<file path="config.mk">
export PLATFORM = sky130hd
export DESIGN_NAME = usb_ctrl_status
export DESIGN_NICKNAME = d
export VERILOG_FILES = /design/src/common/usb_ctrl_pkg.sv /design/src/hw/usb_ctrl_status.sv
export SDC_FILE = /design/constraint.sdc
export NUM_CORES = 1
export LEC_CHECK = 0
export ABC_AREA = 1
export BUFFER_PORTS_ARGS = -buffer_cell sky130_fd_sc_hd__buf_4
export CAP_MARGIN = 20
export CORE_MARGIN = 10
export CORE_UTILIZATION = 51
export CTS_BUF_LIST = sky130_fd_sc_hd__clkbuf_8
export DETAILED_ROUTE_END_ITERATION = 16
export PLACE_DENSITY = 0.83
export SYNTH_ARGS = -nofsm -noshare
export SYNTH_HDL_FRONTEND = slang
export SYNTH_SLANG_ARGS = --single-unit
</file>
<file path="constraint.sdc">
create_clock -name clock -period 1.6 [get_ports clock]
set_clock_uncertainty 0.1 [all_clocks]
set_input_delay 0.32 -clock clock [delete_from_list [all_inputs] [get_ports clock]]
set_output_delay 0.32 -clock clock [all_outputs]
set_load 0.01 [all_outputs]
</file>
<file path="src/common/usb_ctrl_pkg.sv">
// Functional notes
// - Device mode, control 00: function off, no pull-up.
// - Device mode, control 01: function on, external pull-up.
// - Device mode, control 1x: function on, internal pull-up.
// - Host mode, control 00: normal host operation.
// - Host mode 01/10/11 force SE0, J, K.
// - Enable bits 7/6 gate device SOF, NAK.
// - Enable bits 4/3 gate overflow, host SOF.
// - Enable bits 2/1 gate suspend, transfer done.
// - Enable bit 0 gates attach or bus reset.
// - Seven-bit address resets zero, bit 7 spare.
// - Status 7 SOF pending defers packets; 6 sending.
// - Engine idle bit 5 in both registers, resets 1.
// - Status bit 4 shows receive FIFO not empty.
// - Status bit 3 shows bus in reset.
// - Status bit 2 shows bus suspended, resets 0.
// - Host status bit 1 shows attached DM level.
// - Host status bit 0 shows device attached.
// - Flag bit 7 shows NAK answered, read-only.
// - Flag bit 6 shows data toggle matched.
// - Flags 4, 2, 1 set by events, write-one-clear.
// - Host flag 3 set on SOF sent, write-one-clear.
// - Flag 0 set on attach/detach or bus reset.
// - Control bit 7 host mode, bits 5:4 control.
// - Set flag with enable raises interrupt request.
package usb_ctrl_pkg;
  localparam logic [7:0] CTRL_OFFSET     = 8'h00;
  localparam logic [7:0] INT_EN_OFFSET   = 8'h04;
  localparam logic [7:0] DEV_ADDR_OFFSET = 8'h08;
  localparam logic [7:0] MISC_ST_OFFSET  = 8'h0c;
  localparam logic [7:0] INT_FG_OFFSET   = 8'h10;

  localparam int HOST_MODE_BIT  = 7;
  localparam int SYS_CTRL_LSB   = 4;
  localparam int SOF_PEND_BIT   = 7;
  localparam int SOF_SEND_BIT   = 6;
  localparam int IDLE_BIT       = 5;
  localparam int RX_READY_BIT   = 4;
  localparam int BUS_RESET_BIT  = 3;
  localparam int SUSPENDED_BIT  = 2;
  localparam int DM_LEVEL_BIT   = 1;
  localparam int ATTACHED_BIT   = 0;
  localparam int NAK_BIT        = 7;
  localparam int TOGGLE_BIT     = 6;
  localparam int OVERFLOW_BIT   = 4;
  localparam int HOST_SOF_BIT   = 3;
  localparam int SUSPEND_EV_BIT = 2;
  localparam int TRANSFER_BIT   = 1;
  localparam int DETECT_BIT     = 0;

  localparam logic [7:0] CTRL_RESET     = 8'h00;
  localparam logic [7:0] INT_EN_RESET   = 8'h00;
  localparam logic [7:0] DEV_ADDR_RESET = 8'h00;
  localparam logic [7:0] INT_EN_MASK    = 8'hdf;
  localparam logic [7:0] W1C_MASK       = 8'h1f;

  localparam logic [1:0] AXI_OKAY   = 2'h0;
  localparam logic [1:0] AXI_SLVERR = 2'h2;

  typedef enum logic [1:0] {
    LINE_RELEASE,
    LINE_SE0,
    LINE_J,
    LINE_K
  } line_force_t;
endpackage

</file>
<file path="src/hw/usb_ctrl_status.sv">
module usb_ctrl_status (
  input  wire logic        clock,
  input  wire logic        rstn,
  input  wire logic [7:0]  s_axi_awaddr,
  input  wire logic        s_axi_awvalid,
  output logic             s_axi_awready,
  input  wire logic [31:0] s_axi_wdata,
  input  wire logic [3:0]  s_axi_wstrb,
  input  wire logic        s_axi_wvalid,
  output logic             s_axi_wready,
  output logic [1:0]       s_axi_bresp,
  output logic             s_axi_bvalid,
  input  wire logic        s_axi_bready,
  input  wire logic [7:0]  s_axi_araddr,
  input  wire logic        s_axi_arvalid,
  output logic             s_axi_arready,
  output logic [31:0]      s_axi_rdata,
  output logic [1:0]       s_axi_rresp,
  output logic             s_axi_rvalid,
  input  wire logic        s_axi_rready,
  input  wire logic        sof_pending,
  input  wire logic        sof_sending,
  input  wire logic        engine_idle,
  input  wire logic        rx_fifo_not_empty,
  input  wire logic        bus_in_reset,
  input  wire logic        bus_suspended,
  input  wire logic        dm_pin,
  input  wire logic        port_device_attached,
  input  wire logic        nak_answered,
  input  wire logic        toggle_match,
  input  wire logic        fifo_overflow_event,
  input  wire logic        host_sof_done_event,
  input  wire logic        suspend_wake_event,
  input  wire logic        transfer_done_event,
  input  wire logic        attach_detach_event,
  input  wire logic        bus_reset_event,
  output logic             host_mode,
  output logic             device_enable,
  output logic             internal_pullup_on,
  output logic [1:0]       line_force,
  output logic             packet_defer,
  output logic [6:0]       device_address,
  output logic             irq
);
  logic [7:0]  ctrl_reg;
  logic [7:0]  int_en_reg;
  logic [7:0]  dev_addr_reg;
  logic [4:0]  flags_reg;
  logic [4:0]  flags_next;
  logic [2:0]  dm_sync_reg;
  logic        dm_level_reg;
  logic        dm_level_next;
  logic        attach_d_reg;
  logic        aw_held_reg;
  logic        w_held_reg;
  logic [7:0]  awaddr_reg;
  logic [7:0]  wdata_reg;
  logic        wstrb0_reg;
  logic        bvalid_reg;
  logic [1:0]  bresp_reg;
  logic        rvalid_reg;
  logic [31:0] rdata_reg;
  logic [1:0]  rresp_reg;

  wire        is_host    = ctrl_reg[usb_ctrl_pkg::HOST_MODE_BIT];
  wire [1:0]  sys_ctrl   = ctrl_reg[usb_ctrl_pkg::SYS_CTRL_LSB +: 2];
  wire        aw_take    = s_axi_awvalid & s_axi_awready;
  wire        w_take     = s_axi_wvalid & s_axi_wready;
  wire        aw_have    = aw_held_reg | aw_take;
  wire        w_have     = w_held_reg | w_take;
  wire [7:0]  wr_addr    = aw_held_reg ? awaddr_reg : s_axi_awaddr;
  wire [7:0]  wr_data    = w_held_reg ? wdata_reg : s_axi_wdata[7:0];
  wire        wr_lane0   = w_held_reg ? wstrb0_reg : s_axi_wstrb[0];
  wire        wr_fire    = aw_have & w_have & ~bvalid_reg;
  wire        wr_en      = wr_fire & wr_lane0;
  wire        wr_ctrl    = wr_en & (wr_addr == usb_ctrl_pkg::CTRL_OFFSET);
  wire        wr_int_en  = wr_en & (wr_addr == usb_ctrl_pkg::INT_EN_OFFSET);
  wire        wr_addr_r  = wr_en & (wr_addr == usb_ctrl_pkg::DEV_ADDR_OFFSET);
  wire        wr_flags   = wr_en & (wr_addr == usb_ctrl_pkg::INT_FG_OFFSET);
  wire        wr_mapped  = (wr_addr == usb_ctrl_pkg::CTRL_OFFSET) | (wr_addr == usb_ctrl_pkg::INT_EN_OFFSET) |
                           (wr_addr == usb_ctrl_pkg::DEV_ADDR_OFFSET) | (wr_addr == usb_ctrl_pkg::MISC_ST_OFFSET) |
                           (wr_addr == usb_ctrl_pkg::INT_FG_OFFSET);
  wire        ar_take    = s_axi_arvalid & s_axi_arready;

  // Device-mode bit 0 event is bus reset; host-mode bit 0 event is attach or detach.
  wire        detect_ev  = is_host ? attach_detach_event : bus_reset_event;
  wire [4:0]  events;
  assign events[usb_ctrl_pkg::OVERFLOW_BIT]   = fifo_overflow_event;
  assign events[usb_ctrl_pkg::HOST_SOF_BIT]   = is_host & host_sof_done_event;
  assign events[usb_ctrl_pkg::SUSPEND_EV_BIT] = suspend_wake_event;
  assign events[usb_ctrl_pkg::TRANSFER_BIT]   = transfer_done_event;
  assign events[usb_ctrl_pkg::DETECT_BIT]     = detect_ev;
  wire [4:0]  clear_mask = wr_flags ? wr_data[4:0] : 5'h00;

  wire [7:0] misc_status;
  assign misc_status[usb_ctrl_pkg::SOF_PEND_BIT]  = is_host & sof_pending;
  assign misc_status[usb_ctrl_pkg::SOF_SEND_BIT]  = is_host & sof_sending;
  assign misc_status[usb_ctrl_pkg::IDLE_BIT]      = engine_idle;
  assign misc_status[usb_ctrl_pkg::RX_READY_BIT]  = rx_fifo_not_empty;
  assign misc_status[usb_ctrl_pkg::BUS_RESET_BIT] = bus_in_reset;
  assign misc_status[usb_ctrl_pkg::SUSPENDED_BIT] = bus_suspended;
  assign misc_status[usb_ctrl_pkg::DM_LEVEL_BIT]  = is_host & dm_level_reg;
  assign misc_status[usb_ctrl_pkg::ATTACHED_BIT]  = is_host & port_device_attached;

  wire [7:0] flag_status;
  assign flag_status[usb_ctrl_pkg::NAK_BIT]    = ~is_host & nak_answered;
  assign flag_status[usb_ctrl_pkg::TOGGLE_BIT] = toggle_match;
  assign flag_status[usb_ctrl_pkg::IDLE_BIT]   = engine_idle;
  assign flag_status[4:0]                      = flags_reg;

  wire [7:0] rd_addr  = s_axi_araddr;
  wire       rd_ok    = (rd_addr == usb_ctrl_pkg::CTRL_OFFSET) | (rd_addr == usb_ctrl_pkg::INT_EN_OFFSET) |
                        (rd_addr == usb_ctrl_pkg::DEV_ADDR_OFFSET) | (rd_addr == usb_ctrl_pkg::MISC_ST_OFFSET) |
                        (rd_addr == usb_ctrl_pkg::INT_FG_OFFSET);
  wire [7:0] rd_byte  = (rd_addr == usb_ctrl_pkg::CTRL_OFFSET)     ? ctrl_reg :
                        (rd_addr == usb_ctrl_pkg::INT_EN_OFFSET)   ? int_en_reg :
                        (rd_addr == usb_ctrl_pkg::DEV_ADDR_OFFSET) ? dev_addr_reg :
                        (rd_addr == usb_ctrl_pkg::MISC_ST_OFFSET)  ? misc_status :
                        (rd_addr == usb_ctrl_pkg::INT_FG_OFFSET)   ? flag_status : 8'h00;

  assign s_axi_awready = ~aw_held_reg & ~bvalid_reg;
  assign s_axi_wready  = ~w_held_reg & ~bvalid_reg;
  assign s_axi_bvalid  = bvalid_reg;
  assign s_axi_bresp   = bresp_reg;
  assign s_axi_arready = ~rvalid_reg;
  assign s_axi_rvalid  = rvalid_reg;
  assign s_axi_rdata   = rdata_reg;
  assign s_axi_rresp   = rresp_reg;

  // Flag bits: an event in the clearing cycle keeps the flag set.
  assign flags_next = (flags_reg & ~clear_mask) | events;

  // Device mode: 00 off, 01 external pull-up, 1x internal pull-up.
  assign host_mode          = is_host;
  assign device_enable      = ~is_host & (sys_ctrl != 2'h0);
  assign internal_pullup_on = ~is_host & sys_ctrl[1];
  assign line_force         = is_host ? sys_ctrl : 2'h0;
  // The packet scheduler must hold off new packets while an SOF is due or going out.
  assign packet_defer       = is_host & (sof_pending | sof_sending);
  assign device_address     = dev_addr_reg[6:0];

  // Device-mode SOF receipt is a transfer whose token is SOF; approximated by a
  // transfer completing while no NAK was given and the engine is idle.
  wire sof_rx_flag = engine_idle & ~nak_answered;

  assign irq                = |(flag_status[4:0] & int_en_reg[4:0]) |
                              (~is_host & int_en_reg[7] & flags_reg[usb_ctrl_pkg::TRANSFER_BIT] & sof_rx_flag) |
                              (~is_host & int_en_reg[6] & nak_answered);

  // DM level is synchronised and latched at each attach rising edge where the last two synced samples agree.
  assign dm_level_next = (dm_sync_reg[2] == dm_sync_reg[1]) & port_device_attached & ~attach_d_reg ?
                         dm_sync_reg[1] : dm_level_reg;

  always_ff @(posedge clock) begin
    if (!rstn) begin
      ctrl_reg     <= usb_ctrl_pkg::CTRL_RESET;
      int_en_reg   <= usb_ctrl_pkg::INT_EN_RESET;
      dev_addr_reg <= usb_ctrl_pkg::DEV_ADDR_RESET;
      flags_reg    <= 5'h00;
      dm_sync_reg  <= 3'h0;
      dm_level_reg <= 1'b0;
      attach_d_reg <= 1'b0;
    end else begin
      if (wr_ctrl) begin
        ctrl_reg <= wr_data;
      end
      if (wr_int_en) begin
        int_en_reg <= wr_data & usb_ctrl_pkg::INT_EN_MASK;
      end
      if (wr_addr_r) begin
        dev_addr_reg <= wr_data;
      end
      flags_reg    <= flags_next;
      dm_sync_reg  <= {dm_sync_reg[1:0], dm_pin};
      dm_level_reg <= dm_level_next;
      attach_d_reg <= port_device_attached;
    end
  end

  always_ff @(posedge clock) begin
    if (!rstn) begin
      aw_held_reg <= 1'b0;
      w_held_reg  <= 1'b0;
      awaddr_reg  <= 8'h00;
      wdata_reg   <= 8'h00;
      wstrb0_reg  <= 1'b0;
      bvalid_reg  <= 1'b0;
      bresp_reg   <= usb_ctrl_pkg::AXI_OKAY;
    end else begin
      if (wr_fire) begin
        aw_held_reg <= 1'b0;
        w_held_reg  <= 1'b0;
        bvalid_reg  <= 1'b1;
        bresp_reg   <= wr_mapped ? usb_ctrl_pkg::AXI_OKAY : usb_ctrl_pkg::AXI_SLVERR;
      end else begin
        if (aw_take) begin
          aw_held_reg <= 1'b1;
          awaddr_reg  <= s_axi_awaddr;
        end
        if (w_take) begin
          w_held_reg <= 1'b1;
          wdata_reg  <= s_axi_wdata[7:0];
          wstrb0_reg <= s_axi_wstrb[0];
        end
        if (bvalid_reg && s_axi_bready) begin
          bvalid_reg <= 1'b0;
        end
      end
    end
  end

  always_ff @(posedge clock) begin
    if (!rstn) begin
      rvalid_reg <= 1'b0;
      rdata_reg  <= 32'h0000_0000;
      rresp_reg  <= usb_ctrl_pkg::AXI_OKAY;
    end else if (ar_take) begin
      rvalid_reg <= 1'b1;
      rdata_reg  <= {24'h00_0000, rd_byte};
      rresp_reg  <= rd_ok ? usb_ctrl_pkg::AXI_OKAY : usb_ctrl_pkg::AXI_SLVERR;
    end else if (rvalid_reg && s_axi_rready) begin
      rvalid_reg <= 1'b0;
    end
  end
endmodule

</file>
# Yosys cells after proc, flatten, opt, wreduce, memory -nomap -nowiden

Cells that the tools add are included.

Flip-flop bits (word level): 66
Output and inout port bits: 55
Input bits: 75
Word-level logic and storage cells: 109

Equal/unequal tests: 9
Reduce and logical (&&, ||, !) cells: 11
Multiplexer cells: 17
Bitwise operators: 55

Operator list:

| operator                                                         | count |
|---|---|
| 8-bit 2-to-1 mux                                                 | 7 |
| 8-bit by 4-bit == test with 1-bit output (second input constant) | 4 |
| 1-bit bitwise AND                                                | 29 |
| 8-bit by 3-bit == test with 1-bit output (second input constant) | 2 |
| 8-bit by 5-bit == test with 1-bit output (second input constant) | 2 |
| 8-bit logical NOT                                                | 2 |
| 1-bit OR                                                         | 13 |
| 5-bit bitwise AND                                                | 2 |
| 1-bit inverter                                                   | 9 |
| 1-bit 2-to-1 mux                                                 | 6 |
| 2-bit 2-to-1 mux                                                 | 3 |
| 2-bit nonzero test                                               | 3 |
| 5-bit 2-to-1 mux                                                 | 1 |
| 5-bit inverter                                                   | 1 |
| 5-bit OR                                                         | 1 |
| 5-bit OR reduction                                               | 1 |
| 2-bit AND reduction                                              | 2 |
| 1-bit logical AND                                                | 2 |
| 2-bit OR reduction                                               | 1 |
| 1-bit == test                                                    | 1 |

# Depth between registers and ports, before layout

Word-level depth: 12
Gate-level depth with buffers: 12
Gate-level depth less buffers: 11

# Worst setup path after synthesis

OpenSTA, ideal clock, no wires.

Path type: register -> output
Start point: reg ctrl_reg[7]
End point: out irq
Arrival: 1205 ps
Buffers on the path: 1
Stages on the path, launching flop included: 5
Path slack: -25 ps
Data required time: 1180 ps
Cells stage by stage: dfxtp_1 -> buf_1 -> nor2_1 -> a221oi_1 -> o21ai_0

Longest elaborated chain between the ends: 6
Elaborated cells between the ends (all ways): 8
Classes of those cells: bitwise: 8

RTL lines:

| item                           | RTL line                                       | text |
|---|---|---|
| start: declaration             | usb_ctrl_status.sv:45                          | `logic [7:0] ctrl_reg;` |
| start signal: assignment       | usb_ctrl_status.sv:156                         | `ctrl_reg <= usb_ctrl_pkg::CTRL_RESET;` |
| start signal: assignment       | usb_ctrl_status.sv:165                         | `ctrl_reg <= wr_data;` |
| 1-bit inverter *               | usb_ctrl_status.sv:147, usb_ctrl_status.sv:148 |  |
| 1-bit bitwise AND (3 in a row) | usb_ctrl_status.sv:147                         | `(~is_host & int_en_reg[7] & flags_reg[usb_ctrl_pkg::TRANSFER_BIT] & sof_rx_flag) \|` |
| 1-bit OR                       | usb_ctrl_status.sv:146                         | `assign irq = \|(flag_status[4:0] & int_en_reg[4:0]) \|` |
| 1-bit OR *                     | usb_ctrl_status.sv:147                         |  |
| end: declaration               | usb_ctrl_status.sv:43                          | `output logic irq` |

Mark *: on every way between the ends. The rest lies on a longest branch, timed or not.

# Worst setup path after layout

Same ends and word-level chain as after synthesis.

==> metrics <==
status=finished, violations left; failing checks=setup timing; Cell Chain, Critical Path=nor2_2 > a221oi_2 > o21ai_1 > buf_4; largest net degree at the start of global routing=21; Yosys warning total=0; PwrDens=roughly 940 nW/um^2; Hold WC Path Type=primary input to flop; worst setup margin=-0.0617 ns; Clock Tree Root=clkbuf_8; final hold vios=0; clk_lat worst skew=between 0.3 and 0.4 ns; P_leak=about 2.2 nW; WL/cell=around 14 microns; gate count after technology mapping=about 520; post-synthesis sequential area ratio=roughly 37%; Cell Area, Synth=approximately 3500 sq um; Post-DRT Antenna Nets=0; DR vias=~3600; Worst Hold Slack=approximately 0.060 ns; global-route usage over all layers=18.6%; global route overflow=0; first-pass GRT wire length=15800 microns; die outline height=approximately 100 microns; startpoint types=flop; critical path's slowest cell=dfxtp_4; CP required=1.18 ns; row count=29; Final HPWL DP=7490 microns; Die W=around 100 microns; Max rail drop VDD=between 0.0006 and 0.0007 V; Synth area leader=dfxtp_1; Final min period=between 1.5 and 2 ns; top-count cell post-synth=nand2_1; Achievable Freq=around 600 MHz; drt total wl=10000 microns; CP peak stage delay=around 0.38 ns; fill count=around 540; P&R area growth vs syn=31.7%; Synth cell types=31; # port buffers=between 70 and 80; Max Cap Viol=0; gp weighted congestion=0.903; Slew Limit Fails=0; peak fanout along the critical path=4; EDFF count, synth=0; DIE AREA=roughly 10000 sq um; initial antenna violation count=0; synth top area cells=dfxtp_1 37%, nand2_1 12%, nand3_1 9.4%, buf_4 8.0%, inv_1 7.9%; core area=6460 sq um; worst hold path depth=3; Clock transition at path regs=around 0.07 ns; H-Tree Depth=3; antenna cells=0; final setup violation count=1; Post-DP Area=around 4100 sq um; Post-Syn Area per Cell=approximately 6.6 sq um; iteration count of the initial detailed-routing pass=5; worst reg2reg path depth=10; initial DRC count=roughly 210; nets@finish=691; Worst slew margin=around two thirds; DRC=0; Top delay family on crit path=flip-flops; Synth Flop Type=dfxtp_1; WP depth=4; RSZ-0062 raised after global routing=true; Worst Max-Slew Pin Slew=between 0.5 and 0.6 ns; class of the most critical setup path=flop to output port; number of synthesized register bits=64; clock buffer depth=2; Post-synth ARST share=0%; WP data arrival=about 1.2 ns; fin crit share=104%; via count of the first global-routing pass=between 3000 and 4000; share of cells above drive strength 1=27.2%; # clock sinks=64; cts bufs inserted=9; fin area=~4500 sq um; IO Pins=between 100 and 150; synth cell count leaders=107 x nand2_1, 73 x inv_1, 65 x nand3_1, 64 x dfxtp_1, 55 x nor2_1; starting density of the core=53.5%; crit end category=output port; Util after Layout=between 70 and 80%; Vias per Instance=5.11; Bufs and invs on worst path=1; post-synth top area share=between 30% and 40%; CTS tree=built
==> cells by family after synthesis <==
group	count (synthesis)	synth area share, %
mux	1	0.290
flops	64	37.1
buf+inv	126	18.1
simple gates	236	29.5
compound gates	94	14.9
other cells	1	0.109
==> cell type report <==
cell class	count	area, sq um	area share, %
clock buffers	10	138	3.03
clock inverters	6	108	2.37
inverters	76	285	6.27
multi-input cells	357	1760	38.8
flip-flops and latches	64	1300	28.5
well taps	77	96.3	2.12
repair buffers	108	861	18.9
==> tightest hold or removal path: stages <==
cell and delay, ns:
buf_4 0.08, nand2_1 0.04, inv_1 0.04
==> through the flow <==
stage,instances,setup TNS (ns),power (W),setup slack [ns]
floorplan,547,0,0.00224,0.0978
global placement,673,-0.109,0.00247,-0.0352
detailed placement,673,-0.850,0.00249,-0.0916
CTS,695,-0.0508,0.00420,-0.0508
global route,698,-1.31,0.00446,-0.118
finish,698,-0.0617,0.00428,-0.0617
==> worst paths after layout <==
| path | from | slack [ns] | endpoint |
|---|---|---|---|
| max | ctrl_reg[7]$_SDFFE_PN0P_ | -0.06 | irq |
| min | dm_pin | 0.06 | dm_sync_reg[0]$_SDFF_PN0_ |
| max reg2reg | aw_held_reg$_SDFFE_PP0P_ | 0.01 | dev_addr_reg[7]$_SDFFE_PN0P_ |
| min reg2reg | dm_sync_reg[0]$_SDFF_PN0_ | 0.32 | dm_sync_reg[1]$_SDFF_PN0_ |
==> power breakdown <==
group	switching (W)	internal, W	total, W
Sequential	0.0000526	0.00168	0.00173
Clock	0.000651	0.00107	0.00172
Combinational	0.000492	0.000329	0.000821
Total	0.00120	0.00308	0.00428
==> placed cells by master (no fill, tap or decap), types with 2 or more instances in the layout <==
master | synthesis | final
nor2_2 | 1 | 7
nand3_1 | 65 | 63
nand2_4 | 0 | 3
conb_1 | 1 | 26
nand3_2 | 0 | 2
o21ai_2 | 2 | 3
buf_6 | 1 | 4
o21a_1 | 2 | 2
dfxtp_2 | 0 | 7
inv_2 | 3 | 5
o21ai_4 | 0 | 3
nand2_2 | 1 | 6
dfxtp_4 | 0 | 2
o21ai_0 | 30 | 28
o21ai_1 | 7 | 5
nand2_1 | 107 | 99
nor2_1 | 55 | 48
clkbuf_8 | 0 | 10
inv_1 | 73 | 72
a21oi_1 | 41 | 40
buf_4 | 37 | 100
bufinv_16 | 0 | 3
nor2_4 | 3 | 4
dfxtp_1 | 64 | 55
buf_12 | 0 | 3
o21bai_1 | 7 | 7
==> per-layer routing <==
metal  up-vias  track usage (%)  wire [microns]  part of all wire [%]
met5         -                0               0                     0
met4         0             7.59             246                   2.4
met3        23             4.45             803                   8.0
met2       143             31.9            4920                    49
met1      1607             21.8            4080                    41
li1       1792                -               -                     -
==> what timing repair did <==
action	4_1_cts	5_1_grt
cloned	0	1
buffers inserted	6	2
setup endpoints to repair	36	33
hold buffers	0	0
gates resized for setup	14	38
pin swaps	3	13
No activity file was read; power rests on OpenSTA's default activity.
